==> src/rtl/panel_drive_pkg.sv <==
// Constants for the panel timing controller.
// Assumes a 10 MHz system clock and a lane clock slower than it.
// Behaviour
// - Pixel data and reset share six lanes
// - Ten lane clocks after data before strobe
// - Reset word high three lane clocks
// - Strobe rises only after reset low
// - 200 ns from strobe to next reset
// - Strobe pulse at least 200 ns wide
// - Start pulse set up 100 ns before strobe
// - Start pulse held 100 ns after strobe
// - Odd-row supply enable high first
// - Odd and even supplies never both high
// - Supply swap only in vertical blanking
// - Phase clocks on/off order 4,5,6,1,2,3
// - Power-down drops supplies after phase clocks, reverse of power-up
package panel_drive_pkg;
   localparam int CLK_PERIOD_NS = 100;
   localparam int LANES = 6;
   localparam int PHASES = 6;
   localparam int RX_OFF_CYCLES = 10;
   localparam int RESET_HIGH_CYCLES = 3;
   localparam int STROBE_TO_RESET_NS = 200;
   localparam int STROBE_WIDTH_NS = 200;
   localparam int START_SETUP_NS = 100;
   localparam int START_HOLD_NS = 100;
   localparam int STROBE_TO_RESET_CYC =
      (STROBE_TO_RESET_NS + CLK_PERIOD_NS - 1) / CLK_PERIOD_NS;
   localparam int STROBE_WIDTH_CYC =
      (STROBE_WIDTH_NS + CLK_PERIOD_NS - 1) / CLK_PERIOD_NS;
   localparam int START_SETUP_CYC =
      (START_SETUP_NS + CLK_PERIOD_NS - 1) / CLK_PERIOD_NS;
   localparam int START_HOLD_CYC =
      (START_HOLD_NS + CLK_PERIOD_NS - 1) / CLK_PERIOD_NS;
   localparam int STEP_CYCLES = 4;
   localparam int WORDS_PER_LINE = 8;
   localparam int LINES_PER_FRAME = 6;
   localparam int BLANK_LINES = 2;
   localparam logic [5:0] RESET_WORD = 6'h3F;
   localparam logic [5:0] PHASE_ORDER_0 = 6'h08;
   localparam int CNT_W = 8;
endpackage

==> src/rtl/gate_phase_seq.sv <==
// Steps the six gate phase clocks on or off in fixed order.
// Assumes start pulses come from the power sequencer.
`timescale 1ns/1ps
`default_nettype none
module gate_phase_seq
   import panel_drive_pkg::*;
(
   input  wire logic              clock,
   input  wire logic              reset,
   input  wire logic              stepTick,
   input  wire logic              turnOn,
   input  wire logic              turnOff,
   output logic [PHASES-1:0]      phaseEnable,
   output logic                   allOn,
   output logic                   allOff
);
   // Order index k maps to phase (k+3)%6: 4,5,6,1,2,3
   logic [PHASES-1:0] order_reg;
   logic [PHASES-1:0] order_next;
   logic              dirOn_reg;

   always_ff @(posedge clock or posedge reset) begin
      if (reset) begin
         order_reg <= 6'h00;
         dirOn_reg <= 1'b0;
      end else begin
         order_reg <= order_next;
         if (turnOn)
            dirOn_reg <= 1'b1;
         else if (turnOff)
            dirOn_reg <= 1'b0;
      end
   end

   // Fill from index 0 upward, drain by clearing the lowest set index
   wire [PHASES-1:0] filled  = {order_reg[PHASES-2:0], 1'b1};
   wire [PHASES-1:0] drained = order_reg & (order_reg - 6'h01);
   assign order_next = !stepTick ? order_reg :
                       dirOn_reg ? filled : drained;

   genvar g;
   generate
      for (g = 0; g < PHASES; g++) begin : g_map
         assign phaseEnable[(g + 3) % PHASES] = order_reg[g];
      end
   endgenerate

   assign allOn  = &order_reg;
   assign allOff = ~|order_reg;
endmodule
`default_nettype wire

==> src/rtl/lane_edge_detect.sv <==
// Samples the lane clock and flags its rising edges.
// Assumes laneClock is asynchronous to clock.
`timescale 1ns/1ps
`default_nettype none
module lane_edge_detect
   import panel_drive_pkg::*;
(
   input  wire logic clock,
   input  wire logic reset,
   input  wire logic laneClock,
   output logic      laneRise
);
   logic syncA_reg;
   logic syncB_reg;
   logic prev_reg;

   always_ff @(posedge clock or posedge reset) begin
      if (reset) begin
         syncA_reg <= 1'b0;
         syncB_reg <= 1'b0;
         prev_reg  <= 1'b0;
      end else begin
         syncA_reg <= laneClock;
         syncB_reg <= syncA_reg;
         prev_reg  <= syncB_reg;
      end
   end

   assign laneRise = syncB_reg & ~prev_reg;
endmodule
`default_nettype wire

==> src/rtl/panel_timing_ctrl.sv <==
// Panel timing controller: lanes, strobe, start pulse, gate drive.
// Assumes a lane clock input, a pixel word source, and a run request.
`timescale 1ns/1ps
`default_nettype none
module panel_timing_ctrl
   import panel_drive_pkg::*;
(
   input  wire logic             clock,
   input  wire logic             reset,
   input  wire logic             laneClock,
   input  wire logic             runRequest,
   input  wire logic [LANES-1:0] pixelWord,
   output logic                  pixelTake,
   output logic [LANES-1:0]      serialDataLanes,
   output logic                  sourceOutputStrobe,
   output logic                  polaritySelect,
   output logic                  gateScanStart,
   output logic [PHASES-1:0]     gatePhaseClock,
   output logic                  oddRowGateSupplyEnable,
   output logic                  evenRowGateSupplyEnable,
   output logic                  powerReady
);
   typedef enum logic [8:0] {
      S_OFF    = 9'h001,
      S_PHON   = 9'h002,
      S_RESET  = 9'h004,
      S_DATA   = 9'h008,
      S_RXOFF  = 9'h010,
      S_SETUP  = 9'h020,
      S_STROBE = 9'h040,
      S_GAP    = 9'h080,
      S_PHOFF  = 9'h100
   } state_e;

   state_e           state_reg;
   state_e           state_next;
   logic [CNT_W-1:0] count_reg;
   logic [CNT_W-1:0] line_reg;
   logic [CNT_W-1:0] stepDiv_reg;
   logic [LANES-1:0] lanes_reg;
   logic             strobe_reg;
   logic             start_reg;
   logic             pol_reg;
   logic             odd_reg;
   logic             even_reg;
   logic             laneRise;
   logic             phaseAllOn;
   logic             phaseAllOff;

   lane_edge_detect u_edge (
      .clock     (clock),
      .reset     (reset),
      .laneClock (laneClock),
      .laneRise  (laneRise)
   );

   wire stepTick = (stepDiv_reg == CNT_W'(STEP_CYCLES - 1));
   wire inOff    = (state_reg == S_OFF);
   wire inPhon   = (state_reg == S_PHON);
   wire inPhoff  = (state_reg == S_PHOFF);

   gate_phase_seq u_phase (
      .clock       (clock),
      .reset       (reset),
      .stepTick    (stepTick),
      .turnOn      (inOff & runRequest),
      .turnOff     (inPhoff),
      .phaseEnable (gatePhaseClock),
      .allOn       (phaseAllOn),
      .allOff      (phaseAllOff)
   );

   // Line and frame position
   wire lastWord   = (count_reg == CNT_W'(WORDS_PER_LINE - 1));
   wire lastLine   = (line_reg ==
                      CNT_W'(LINES_PER_FRAME + BLANK_LINES - 1));
   wire blanking   = (line_reg >= CNT_W'(LINES_PER_FRAME));
   wire frameFirst = (line_reg == CNT_W'(0));
   wire resetDone  = laneRise &&
                     (count_reg == CNT_W'(RESET_HIGH_CYCLES - 1));
   wire rxOffDone  = laneRise &&
                     (count_reg == CNT_W'(RX_OFF_CYCLES - 1));
   wire setupDone  = (count_reg == CNT_W'(START_SETUP_CYC - 1));
   wire widthDone  = (count_reg == CNT_W'(STROBE_WIDTH_CYC - 1));
   wire gapCycles  = (STROBE_TO_RESET_CYC > START_HOLD_CYC) ?
                     1'b1 : 1'b0;
   wire gapDone    = (count_reg == CNT_W'((gapCycles ?
                     STROBE_TO_RESET_CYC : START_HOLD_CYC) - 1));
   wire stopReq    = ~runRequest;

   always_comb begin
      state_next = state_reg;
      unique case (state_reg)
         S_OFF:    if (runRequest) state_next = S_PHON;
         S_PHON:   if (phaseAllOn) state_next = S_RESET;
         S_RESET:  if (resetDone) state_next = S_DATA;
         S_DATA:   if (laneRise && lastWord) state_next = S_RXOFF;
         S_RXOFF:  if (rxOffDone) state_next = S_SETUP;
         S_SETUP:  if (setupDone) state_next = S_STROBE;
         S_STROBE: if (widthDone) state_next = S_GAP;
         S_GAP:    if (gapDone)
                      state_next = stopReq ? S_PHOFF : S_RESET;
         S_PHOFF:  if (phaseAllOff) state_next = S_OFF;
         default:  state_next = S_OFF;
      endcase
   end

   wire stateChange = (state_next != state_reg);
   wire laneStates  = (state_reg == S_RESET) || (state_reg == S_DATA) ||
                      (state_reg == S_RXOFF);

   always_ff @(posedge clock or posedge reset) begin
      if (reset) begin
         state_reg   <= S_OFF;
         count_reg   <= '0;
         stepDiv_reg <= '0;
      end else begin
         state_reg   <= state_next;
         stepDiv_reg <= stepTick ? '0 : stepDiv_reg + CNT_W'(1);
         if (stateChange)
            count_reg <= '0;
         else if (!laneStates || laneRise)
            count_reg <= count_reg + CNT_W'(1);
      end
   end

   // Line counter, one strobe per line
   always_ff @(posedge clock or posedge reset) begin
      if (reset)
         line_reg <= '0;
      else if (inOff)
         line_reg <= '0;
      else if (state_reg == S_GAP && gapDone)
         line_reg <= lastLine ? '0 : line_reg + CNT_W'(1);
   end

   // Lane output: reset word then pixel words on the same lanes
   wire [LANES-1:0] lanesNext =
      (state_reg == S_RESET) ? RESET_WORD :
      (state_reg == S_DATA)  ? pixelWord : '0;
   assign pixelTake = (state_reg == S_DATA) && laneRise;

   always_ff @(posedge clock or posedge reset) begin
      if (reset)
         lanes_reg <= '0;
      else if (laneRise || !laneStates)
         lanes_reg <= lanesNext;
   end

   // Strobe only after reset low and receiver idle
   wire strobeNext = (state_next == S_STROBE);
   // Start pulse spans setup, strobe and hold on the first line
   wire startNext  = frameFirst && ((state_next == S_SETUP) ||
                     (state_next == S_STROBE) ||
                     ((state_next == S_GAP) &&
                      !(state_reg == S_GAP && count_reg >=
                        CNT_W'(START_HOLD_CYC - 1))));

   always_ff @(posedge clock or posedge reset) begin
      if (reset) begin
         strobe_reg <= 1'b0;
         start_reg  <= 1'b0;
         pol_reg    <= 1'b0;
      end else begin
         strobe_reg <= strobeNext;
         start_reg  <= startNext;
         if (state_reg == S_GAP && gapDone)
            pol_reg <= ~pol_reg;
      end
   end

   // Odd supply first, swap only in blanking, never both high
   wire frameEnd = (state_reg == S_GAP) && gapDone && lastLine;
   always_ff @(posedge clock or posedge reset) begin
      if (reset) begin
         odd_reg  <= 1'b0;
         even_reg <= 1'b0;
      end else if (inOff) begin
         odd_reg  <= runRequest;
         even_reg <= 1'b0;
      end else if (inPhoff && phaseAllOff) begin
         odd_reg  <= 1'b0;
         even_reg <= 1'b0;
      end else if (frameEnd && blanking) begin
         odd_reg  <= even_reg;
         even_reg <= odd_reg;
      end
   end

   assign serialDataLanes         = lanes_reg;
   assign sourceOutputStrobe      = strobe_reg;
   assign polaritySelect          = pol_reg;
   assign gateScanStart           = start_reg;
   assign oddRowGateSupplyEnable  = odd_reg;
   assign evenRowGateSupplyEnable = even_reg;
   assign powerReady              = ~inOff & ~inPhon & ~inPhoff;

   // Checker counters: idle lane clocks, reset word length, line words
   logic [CNT_W-1:0] idleSeen_reg;
   logic [CNT_W-1:0] resetSeen_reg;
   logic [CNT_W-1:0] wordsSeen_reg;
   wire              resetOnLanes = (lanes_reg == RESET_WORD);

   always_ff @(posedge clock or posedge reset) begin
      if (reset)
         idleSeen_reg <= '0;
      else if (pixelTake)
         idleSeen_reg <= '0;
      else if (laneRise && idleSeen_reg != '1)
         idleSeen_reg <= idleSeen_reg + CNT_W'(1);
   end

   always_ff @(posedge clock or posedge reset) begin
      if (reset)
         resetSeen_reg <= '0;
      else if (!resetOnLanes)
         resetSeen_reg <= '0;
      else if (laneRise && resetSeen_reg != '1)
         resetSeen_reg <= resetSeen_reg + CNT_W'(1);
   end

   always_ff @(posedge clock or posedge reset) begin
      if (reset)
         wordsSeen_reg <= '0;
      else if (strobe_reg)
         wordsSeen_reg <= '0;
      else if (pixelTake && wordsSeen_reg != '1)
         wordsSeen_reg <= wordsSeen_reg + CNT_W'(1);
   end
endmodule
`default_nettype wire

==> config.mk <==
export PLATFORM = sky130hd
export DESIGN_NAME = panel_timing_ctrl
export DESIGN_NICKNAME = d
export VERILOG_FILES = /design/src/rtl/panel_drive_pkg.sv /design/src/rtl/gate_phase_seq.sv /design/src/rtl/lane_edge_detect.sv /design/src/rtl/panel_timing_ctrl.sv
export SDC_FILE = /design/constraint.sdc
export NUM_CORES = 1
export LEC_CHECK = 0
export CAP_MARGIN = 20
export CORE_ASPECT_RATIO = 0.8
export CORE_MARGIN = 2
export CORE_UTILIZATION = 40
export DETAILED_ROUTE_END_ITERATION = 7
export DONT_BUFFER_PORTS = 1
export SETUP_SLACK_MARGIN = 0.15
export SLEW_MARGIN = 20
export SYNTH_ARGS = -nofsm -noshare
export SYNTH_HDL_FRONTEND = slang
export SYNTH_HIERARCHICAL = 1
export SYNTH_SLANG_ARGS = --single-unit
==> constraint.sdc <==
create_clock -name clock -period 2.58 [get_ports clock]
set_clock_uncertainty 0.05 [all_clocks]
set_input_delay 0.129 -clock clock [delete_from_list [all_inputs] [get_ports clock]]
set_output_delay 0.129 -clock clock [all_outputs]
set_load 0.01 [all_outputs]
==> run_results.csv, run 1 <==
group,metric,value,unit
timing,setup_viol,0,
timing,setup-tns-final,0,ps
yosys,yosys-top-cells-area,"dfrtp_1, o21ai_0, nand2_1",
detailed_routing,wl_per_cell,15.5,um
timing,fmax,0.438,GHz
yosys,syn_avg_cell_area,9.37,sq um
power,p_leak,0.00144,uW
timing,timing.final.crit_share,88.5,%
power,p_per_area,699,nW/um^2
global_routing,globalRouteTotalUtil,17.1,%
critical_path,start_kind,"flop",
global_routing,antenna_found_initial,0,
floorplanning,die_h,81.1,um
placement,portBuffers,0,
critical_path,cp_data_required_time,2780,ps
clock_network,cts_sinks,54,
timing,drv_slew,0,
final_layout,final_nets,354,
floorplanning,dieArea,8140,sq um
critical_path,reg2reg_slack,300,ps
yosys,synth.distinct_cells,61,
yosys,yosysSeqAreaShare,45.5,%
placement,dpl.cell_count,408,
global_routing,first_global_vias,2221,
detailed_routing,avgViaCountPerCell,5.65,
placement,place_hpwl,4630,um
yosys,ys_seq_elements,54,
timing,slew_headroom,47.5,%
yosys,synth_async_sr_flop_share,100,%
yosys,synth_top_area_share,44.6,%
detailed_routing,drc_errors,0,
final_layout,mostFrequentLayoutCell,"dfrtp_1",
timing,hold_viol_final,0,
final_layout,most-common-layout-cells,"dfrtp_1, nor2_1, nand2_1",
detailed_routing,drt-pass1-iter-count,4,
detailed_routing,drt_wl_total,6630,um
yosys,yosysTopAreaCell,"dfrtp_1",
critical_path,worstPathArrival,2480,ps
floorplanning,ios,29,
critical_path,crit_type,"reg2reg",
run_status,outcome,"completed",
clock_network,clockBufferDepth,2,
power,peakVddDrop,0.370,mV
critical_path,crit_slowest_cell,"or4b_2",
final_layout,fill_cells,730,
critical_path,cp_max_fo,8,
detailed_routing,antenna_left,0,
floorplanning,core-area,7290,sq um
yosys,synth_edf_count,0,
floorplanning,dieWidth,100,um
detailed_routing,vias,2414,
run,maxCapViolations,0,
floorplanning,row_count,28,
yosys,mappedNetlistNets,335,
yosys,synth_ff_type,"dfrtp_1",
yosys,synthCells,317,
critical_path,slowest_delay,710,ps
final_layout,area_growth,12.6,%
placement,finalWeightedCongestion,0.922,
global_routing,grt_max_degree,45,
clock_network,cts_buffers,5,
critical_path,crit_chain,"or4b_2, nor3_2, nand2_1, a32oi_1, nand4_1, buf_4, nor2_1",
clock_network,ctsRootBufferMaster,"clkbuf_8",
timing,fin_crit,2280,ps
clock_network,clk_latency,310,ps
yosys,yosysWarnings,6,
global_routing,grt-ovfl-total,0,
detailed_routing,drtIter0Drc,113,
min_path,min_path_type,"in2async",
clock_network,cts_tree,"done",
final_layout,largest_reg_flops,9,
clock_network,path_clk_slew,100,ps
critical_path,critPathCaptureType,"flop",
final_layout,fin_cells,427,
timing,worst_pin_slew,787,ps
timing,rsz0062_at_grt,"no",
final_layout,antennaDiodeCount,0,
floorplanning,start_util,40.8,%
final_layout,drive_gt1_share,12.8,%
yosys,synth_area,2970,sq um
global_routing,grt_pass1_wl,11000,um
clock_network,htreeDepth,2,
==> Yosys cell counts (4+ instances only) <==
cell / count
ha_1: 8
nand2b_1: 4
nand2_1: 28
a21oi_1: 14
xnor2_1: 11
nor2_1: 28
clkbuf_1: 9
nand4_1: 8
nor3_1: 6
nor2b_1: 6
or3_1: 4
dfrtp_1: 53
o21ai_0: 26
xor2_1: 7
and3_1: 7
buf_2: 4
inv_1: 15
nand3_1: 16
o211ai_1: 4
==> cell families after synthesis <==
logic type,after synthesis,share of synthesized area (%)
flops,54,45.5
simple gates,136,26.1
buf+inv,31,4.59
mux,3,1.01
compound gates,67,14.1
xor+xnor,18,5.31
fa+ha+maj,8,3.37
==> critical path, delay by kind of cell, from the launching register on <==
family | cells | cell delay (ps)
and+or+nand+nor | 5 | 1260
DFF | 1 | 510
AOI/OAI and AO/OA | 1 | 230
buffers and inverters | 1 | 180
==> layout make-up <==
cell class | instances | area [sq um] | share of cell area [%]
inverters | 15 | 57.6 | 1.72
clock inverters | 2 | 15.0 | 0.449
multi-input cells | 232 | 1500 | 44.9
clock buffers | 6 | 72.6 | 2.17
repair buffers | 28 | 233 | 6.96
well taps | 90 | 113 | 3.37
flip-flops and latches | 54 | 1350 | 40.4
==> timing repair <==
action	in CTS	in global routing
setup endpoints to repair	1	17
hold buffers	9	0
pin swaps	1	1
resized for setup	0	4
hold endpoints to repair	63	0
setup buffers	0	2
==> stage by stage <==
step	utilization [%]	hold slack [ps]	total power, uW	setup slack (ps)	cell area (sq um)
3_5_place_dp	43.0	-156	1800	160	3130
4_1_cts	45.4	120	2310	188	3310
5_1_grt	45.9	135	2500	174	3350
2_1_floorplan	-	-167	1550	164	2970
3_3_place_gp	43.0	-154	1800	223	3130
6_report	45.9	141	2340	297	3350
==> path summary, 6_finish.rpt <==
kind / from / to / cells past startpoint
setup / recovery: state_reg[5] / count_reg[5] / 7
hold / removal: reset / u_edge/syncA_reg / 2
setup reg to reg: state_reg[5] / count_reg[5] / 7
hold reg to reg: u_edge/syncA_reg / u_edge/syncB_reg / 0
max in group asynchronous: reset / sourceOutputStrobe / 2
min in group clock: runRequest / state_reg[1] / 3
==> report_power, final <==
part | total [uW] | internal, uW | switching [uW]
clock network | 481 | 192 | 289
registers | 1030 | 924 | 109
logic | 824 | 334 | 489
total | 2340 | 1450 | 887
==> metal layers <==
layer  GRT usage, %  share of wire, %
met2           25.1                44
met5              0                 0
met1           25.2                48
met4           3.15              0.62
met3           4.82               7.5
(Power assumes the default switching activity.)
==> inputs of run 2 (changes only) <==
--- a/config.mk
+++ b/config.mk
@@ -8,9 +8,11 @@
 export CAP_MARGIN = 20
 export CORE_ASPECT_RATIO = 0.8
 export CORE_MARGIN = 2
-export CORE_UTILIZATION = 40
+export CORE_UTILIZATION = 50
+export CTS_CLUSTER_SIZE = 25
 export DETAILED_ROUTE_END_ITERATION = 7
 export DONT_BUFFER_PORTS = 1
+export PLACE_DENSITY = 0.68
 export SETUP_SLACK_MARGIN = 0.15
 export SLEW_MARGIN = 20
 export SYNTH_ARGS = -nofsm -noshare
==> run_results.csv, run 2 (synthesized netlist as in run 1, its figures left out) <==
group,metric,value,unit
timing,rsz0062_at_grt,"yes",
final_layout,area_growth,12.6,%
critical_path,worst_path_most_repeated_cell,"or3_1",
clock_network,htreeDepth,2,
placement,finalWeightedCongestion,0.944,
run,maxCapViolations,0,
floorplanning,ios,29,
min_path,min_path_type,"in2reg",
final_layout,fill_cells,530,
detailed_routing,drtIter0Drc,190,
final_layout,most-common-layout-cells,"dfrtp_1, nand2_1, nor2_1",
final_layout,fin_cells,417,
placement,place_hpwl,4610,um
run_status,outcome,"finished with violations",
final_layout,largest_reg_flops,9,
clock_network,clk_latency,310,ps
clock_network,clockBufferDepth,2,
floorplanning,start_util,51.1,%
placement,portBuffers,0,
timing,setup_viol,0,
critical_path,slowest_delay,490,ps
final_layout,mostFrequentLayoutCell,"dfrtp_1",
floorplanning,dieArea,6580,sq um
clock_network,path_clk_slew,110,ps
clock_network,cts_sinks,54,
floorplanning,dieWidth,90.2,um
timing,fmax,0.435,GHz
timing,slew_headroom,40.1,%
timing,setup-tns-final,0,ps
final_layout,post-route-util,57.5,%
critical_path,crit_type,"reg2reg",
final_layout,drive_gt1_share,14.0,%
run_status,failed_checks,"negative hold slack",
detailed_routing,avgViaCountPerCell,5.80,
floorplanning,row_count,25,
power,p_leak,0.00145,uW
critical_path,cp_data_required_time,2780,ps
detailed_routing,drt-pass1-iter-count,5,
timing,hold_viol_final,1,
detailed_routing,antenna_left,0,
critical_path,crit_chain,"nor4_4, buf_4, nand4_2, or3_1, or2_0, or3_1, a21oi_1",
floorplanning,core-area,5820,sq um
timing,fin_crit,2300,ps
clock_network,cts_tree,"done",
global_routing,grt-ovfl-total,0,
detailed_routing,drt_wl_total,6510,um
power,peakVddDrop,0.402,mV
placement,dpl.cell_count,398,
critical_path,start_kind,"flop",
timing,timing.final.crit_share,89.0,%
critical_path,worstPathArrival,2490,ps
clock_network,cts_buffers,5,
detailed_routing,drc_errors,0,
global_routing,globalRouteTotalUtil,20.8,%
clock_network,ctsRootBufferMaster,"clkbuf_8",
floorplanning,die_h,73.0,um
global_routing,grt_pass1_wl,11000,um
critical_path,cp_max_fo,9,
detailed_routing,vias,2417,
final_layout,regArea,1360,sq um
final_layout,antennaDiodeCount,0,
timing,timing.hold.ws,-8.41,ps
timing,worst_pin_slew,898,ps
timing,drv_slew,0,
global_routing,first_global_vias,2264,
critical_path,critPathCaptureType,"flop",
final_layout,multi_input_area,1490,sq um
global_routing,grt_max_degree,45,
detailed_routing,wl_per_cell,15.6,um
global_routing,antenna_found_initial,0,
final_layout,final_nets,353,
critical_path,crit_slowest_cell,"dfrtp_2",
power,p_per_area,745,nW/um^2
==> run 2: area by class of cell <==
class	instances	area share (%)
Clock buffer	5	2.06
Clock inverter	3	1.46
Inverter	15	1.68
Multi-Input combinational cell	232	44.6
Sequential cell	54	40.5
Tap cell	81	3.03
Timing Repair Buffer	27	6.65
==> run 2: path summary, 6_finish.rpt <==
| kind | depth (start not counted) | end | from | slack, ps |
|---|---|---|---|---|
| max reg2reg | 7 | line_reg[6] | state_reg[4] | 280 |
| max | 7 | line_reg[6] | state_reg[4] | 280 |
| min in group asynchronous | 2 | u_edge/syncA_reg | reset | 130 |
| min | 2 | serialDataLanes[0] | pixelWord[0] | -8 |
| max in group asynchronous | 2 | state_reg[4] | reset | 1390 |
| min reg2reg | 0 | u_edge/syncB_reg | u_edge/syncA_reg | 320 |
==> run 2: critical path, delay by kind of cell, from the launching register on <==
family / cells / cell delay (ps)
buffers and inverters: 1 / 190
flip-flops: 1 / 490
AND/OR/NAND/NOR: 5 / 1370
AO/OA/AOI/OAI: 1 / 140
==> run 2: stage by stage <==
stage	power [uW]	setup slack, ps	cell area [sq um]
after CTS	2460	203	3330
final	2490	283	3350
after global placement	1800	197	3110
after detailed placement	1810	195	3110
after floorplan	1550	164	2970
after global routing	2630	138	3350
==> run 2: metal layers <==
| metal | share of wire [%] | wire (um) | track usage (%) | vias up |
|---|---|---|---|---|
| met5 | 0 | 0 | 0 | - |
| met3 | 5.9 | 387 | 4.44 | 6 |
| li1 | - | - | - | 1163 |
| met2 | 43 | 2820 | 30.8 | 81 |
| met4 | 1.1 | 72 | 5.98 | 0 |
| met1 | 50 | 3230 | 30.9 | 1167 |
==> run 2: power by group <==
| part | leakage [uW] | internal, uW | switching, uW |
|---|---|---|---|
| clock network | 0.0000563 | 296 | 302 |
| registers | 0.000694 | 925 | 93.6 |
| logic | 0.000695 | 365 | 512 |
| total | 0.00145 | 1590 | 908 |
==> run 2: timing repair <==
item                                   CTS  global route
endpoints found under the hold margin   62             0
buffers inserted                         2             1
resized for setup                        0             6
hold buffers                             8             0
setup endpoints to repair                1            22
pin swaps                                1             1
==> inputs of run 3 (changes only) <==
--- a/config.mk
+++ b/config.mk
@@ -9,6 +9,7 @@
 export CORE_ASPECT_RATIO = 0.8
 export CORE_MARGIN = 2
 export CORE_UTILIZATION = 50
+export CTS_BUF_LIST = sky130_fd_sc_hd__clkbuf_16
 export CTS_CLUSTER_SIZE = 25
 export DETAILED_ROUTE_END_ITERATION = 7
 export DONT_BUFFER_PORTS = 1
==> run_results.csv, run 3 (synthesized netlist as in run 1, its figures left out) <==
group,metric,value,unit
run_status,outcome,"completed",
power,p_per_area,790,nW/um^2
critical_path,worst_path_most_repeated_cell,"or3_1",
global_routing,first_global_vias,2276,
global_routing,grt_max_degree,45,
critical_path,critPathCaptureType,"flop",
critical_path,worstPathArrival,2480,ps
detailed_routing,drc_errors,0,
clock_network,ctsRootBufferMaster,"clkbuf_16",
clock_network,path_clk_slew,70,ps
timing,drv_slew,0,
final_layout,fill_cells,519,
run,maxCapViolations,0,
timing,slew_headroom,39.3,%
detailed_routing,wl_per_cell,15.6,um
global_routing,globalRouteTotalUtil,20.9,%
power,power,2670,uW
floorplanning,die_h,73.0,um
critical_path,crit_chain,"nor3_2, nand4_2, or3_1, or2_0, or3_1, a21oi_1",
min_path,min_path_type,"in2reg",
floorplanning,dieWidth,90.2,um
clock_network,clockBufferDepth,2,
power,peakVddDrop,0.344,mV
global_routing,antenna_found_initial,0,
final_layout,antennaDiodeCount,0,
timing,setup_viol,0,
timing,fin_crit,2310,ps
floorplanning,start_util,51.1,%
final_layout,fin_area,3380,sq um
final_layout,largest_reg_flops,9,
timing,setup-tns-final,0,ps
timing,hold_viol_final,0,
clock_network,cts_tree,"done",
final_layout,area_growth,13.6,%
placement,portBuffers,0,
final_layout,final_nets,351,
global_routing,grt-ovfl-total,0,
floorplanning,core-area,5820,sq um
detailed_routing,drtIter0Drc,188,
detailed_routing,avgViaCountPerCell,5.83,
clock_network,cts_sinks,54,
timing,fmax,0.433,GHz
final_layout,drive_gt1_share,13.5,%
critical_path,crit_slowest_cell,"dfrtp_1",
timing,timing.final.crit_share,89.5,%
global_routing,grt_pass1_wl,11000,um
floorplanning,dieArea,6580,sq um
critical_path,cp_max_fo,7,
critical_path,start_kind,"flop",
placement,place_area,3110,sq um
floorplanning,ios,29,
critical_path,slowest_delay,440,ps
final_layout,most-common-layout-cells,"dfrtp_1, nand2_1, nor2_1",
clock_network,htreeDepth,2,
timing,worst_pin_slew,909,ps
clock_network,clk_latency,290,ps
placement,finalWeightedCongestion,0.944,
critical_path,cp_data_required_time,2750,ps
placement,dp_worst_setup_slack,195,ps
clock_network,cts_buffers,5,
detailed_routing,drt_wl_total,6490,um
detailed_routing,drt-pass1-iter-count,4,
detailed_routing,antenna_left,0,
placement,place_hpwl,4610,um
floorplanning,row_count,25,
timing,layout_setup_ws,271,ps
power,p_leak,0.00146,uW
final_layout,mostFrequentLayoutCell,"dfrtp_1",
detailed_routing,vias,2421,
timing,rsz0062_at_grt,"no",
critical_path,crit_type,"reg2reg",
run 3: worst paths after layout:
path	start	to	slack, ps	depth (start not counted)
min	pixelWord[2]	serialDataLanes[2]	5	2
max reg2reg	state_reg[1]	line_reg[6]	270	6
max	state_reg[1]	line_reg[6]	270	6
min in group asynchronous	reset	u_edge/syncB_reg	150	2
min reg2reg	u_edge/syncA_reg	u_edge/syncB_reg	310	0
max in group asynchronous	reset	state_reg[2]	1360	2
run 3: report_power, final:
| group | switching [uW] | internal (uW) |
|---|---|---|
| Clock | 319 | 465 |
| Combinational | 511 | 352 |
| Sequential | 93.8 | 925 |
| Total | 924 | 1740 |
run 3: layout make-up:
class	instances	area [sq um]	share of cell area, %
timing repair buffer	25	203	6.00
clock inverter	3	48.8	1.44
tap	81	101	3.00
inverter	15	56.3	1.67
multi-input combinational	232	1490	44.1
sequential	54	1360	40.1
clock buffer	5	125	3.71
run 3: critical path: cells and delay by family (launching register included):
kind / cells / cell delay [ps]
compound gates: 1 / 140
flops: 1 / 440
simple gates: 5 / 1600
run 3: timing repair:
action / 4_1_cts / 5_1_grt
hold buffers: 6 / 0
resized for setup: 0 / 4
setup endpoints to repair: 0 / 22
setup buffers: 0 / 3
hold endpoints to repair: 59 / 0
run 3: layer usage:
layer	up-vias	routed length [um]	track usage, %
met1	1174	3140	30.5
met3	6	416	5.17
li1	1154	-	-
met5	-	0	0
met4	0	73	6.67
met2	87	2860	30.9
run 3: per-stage QoR:
stage | instances | hold WS, ps | util [%]
final | 415 | 5.34 | 58.0
after global placement | 398 | -158 | 53.5
after global routing | 415 | 30.6 | 58.0
after floorplan | 317 | -167 | -
after detailed placement | 398 | -156 | 53.5
after CTS | 412 | 6.54 | 57.5
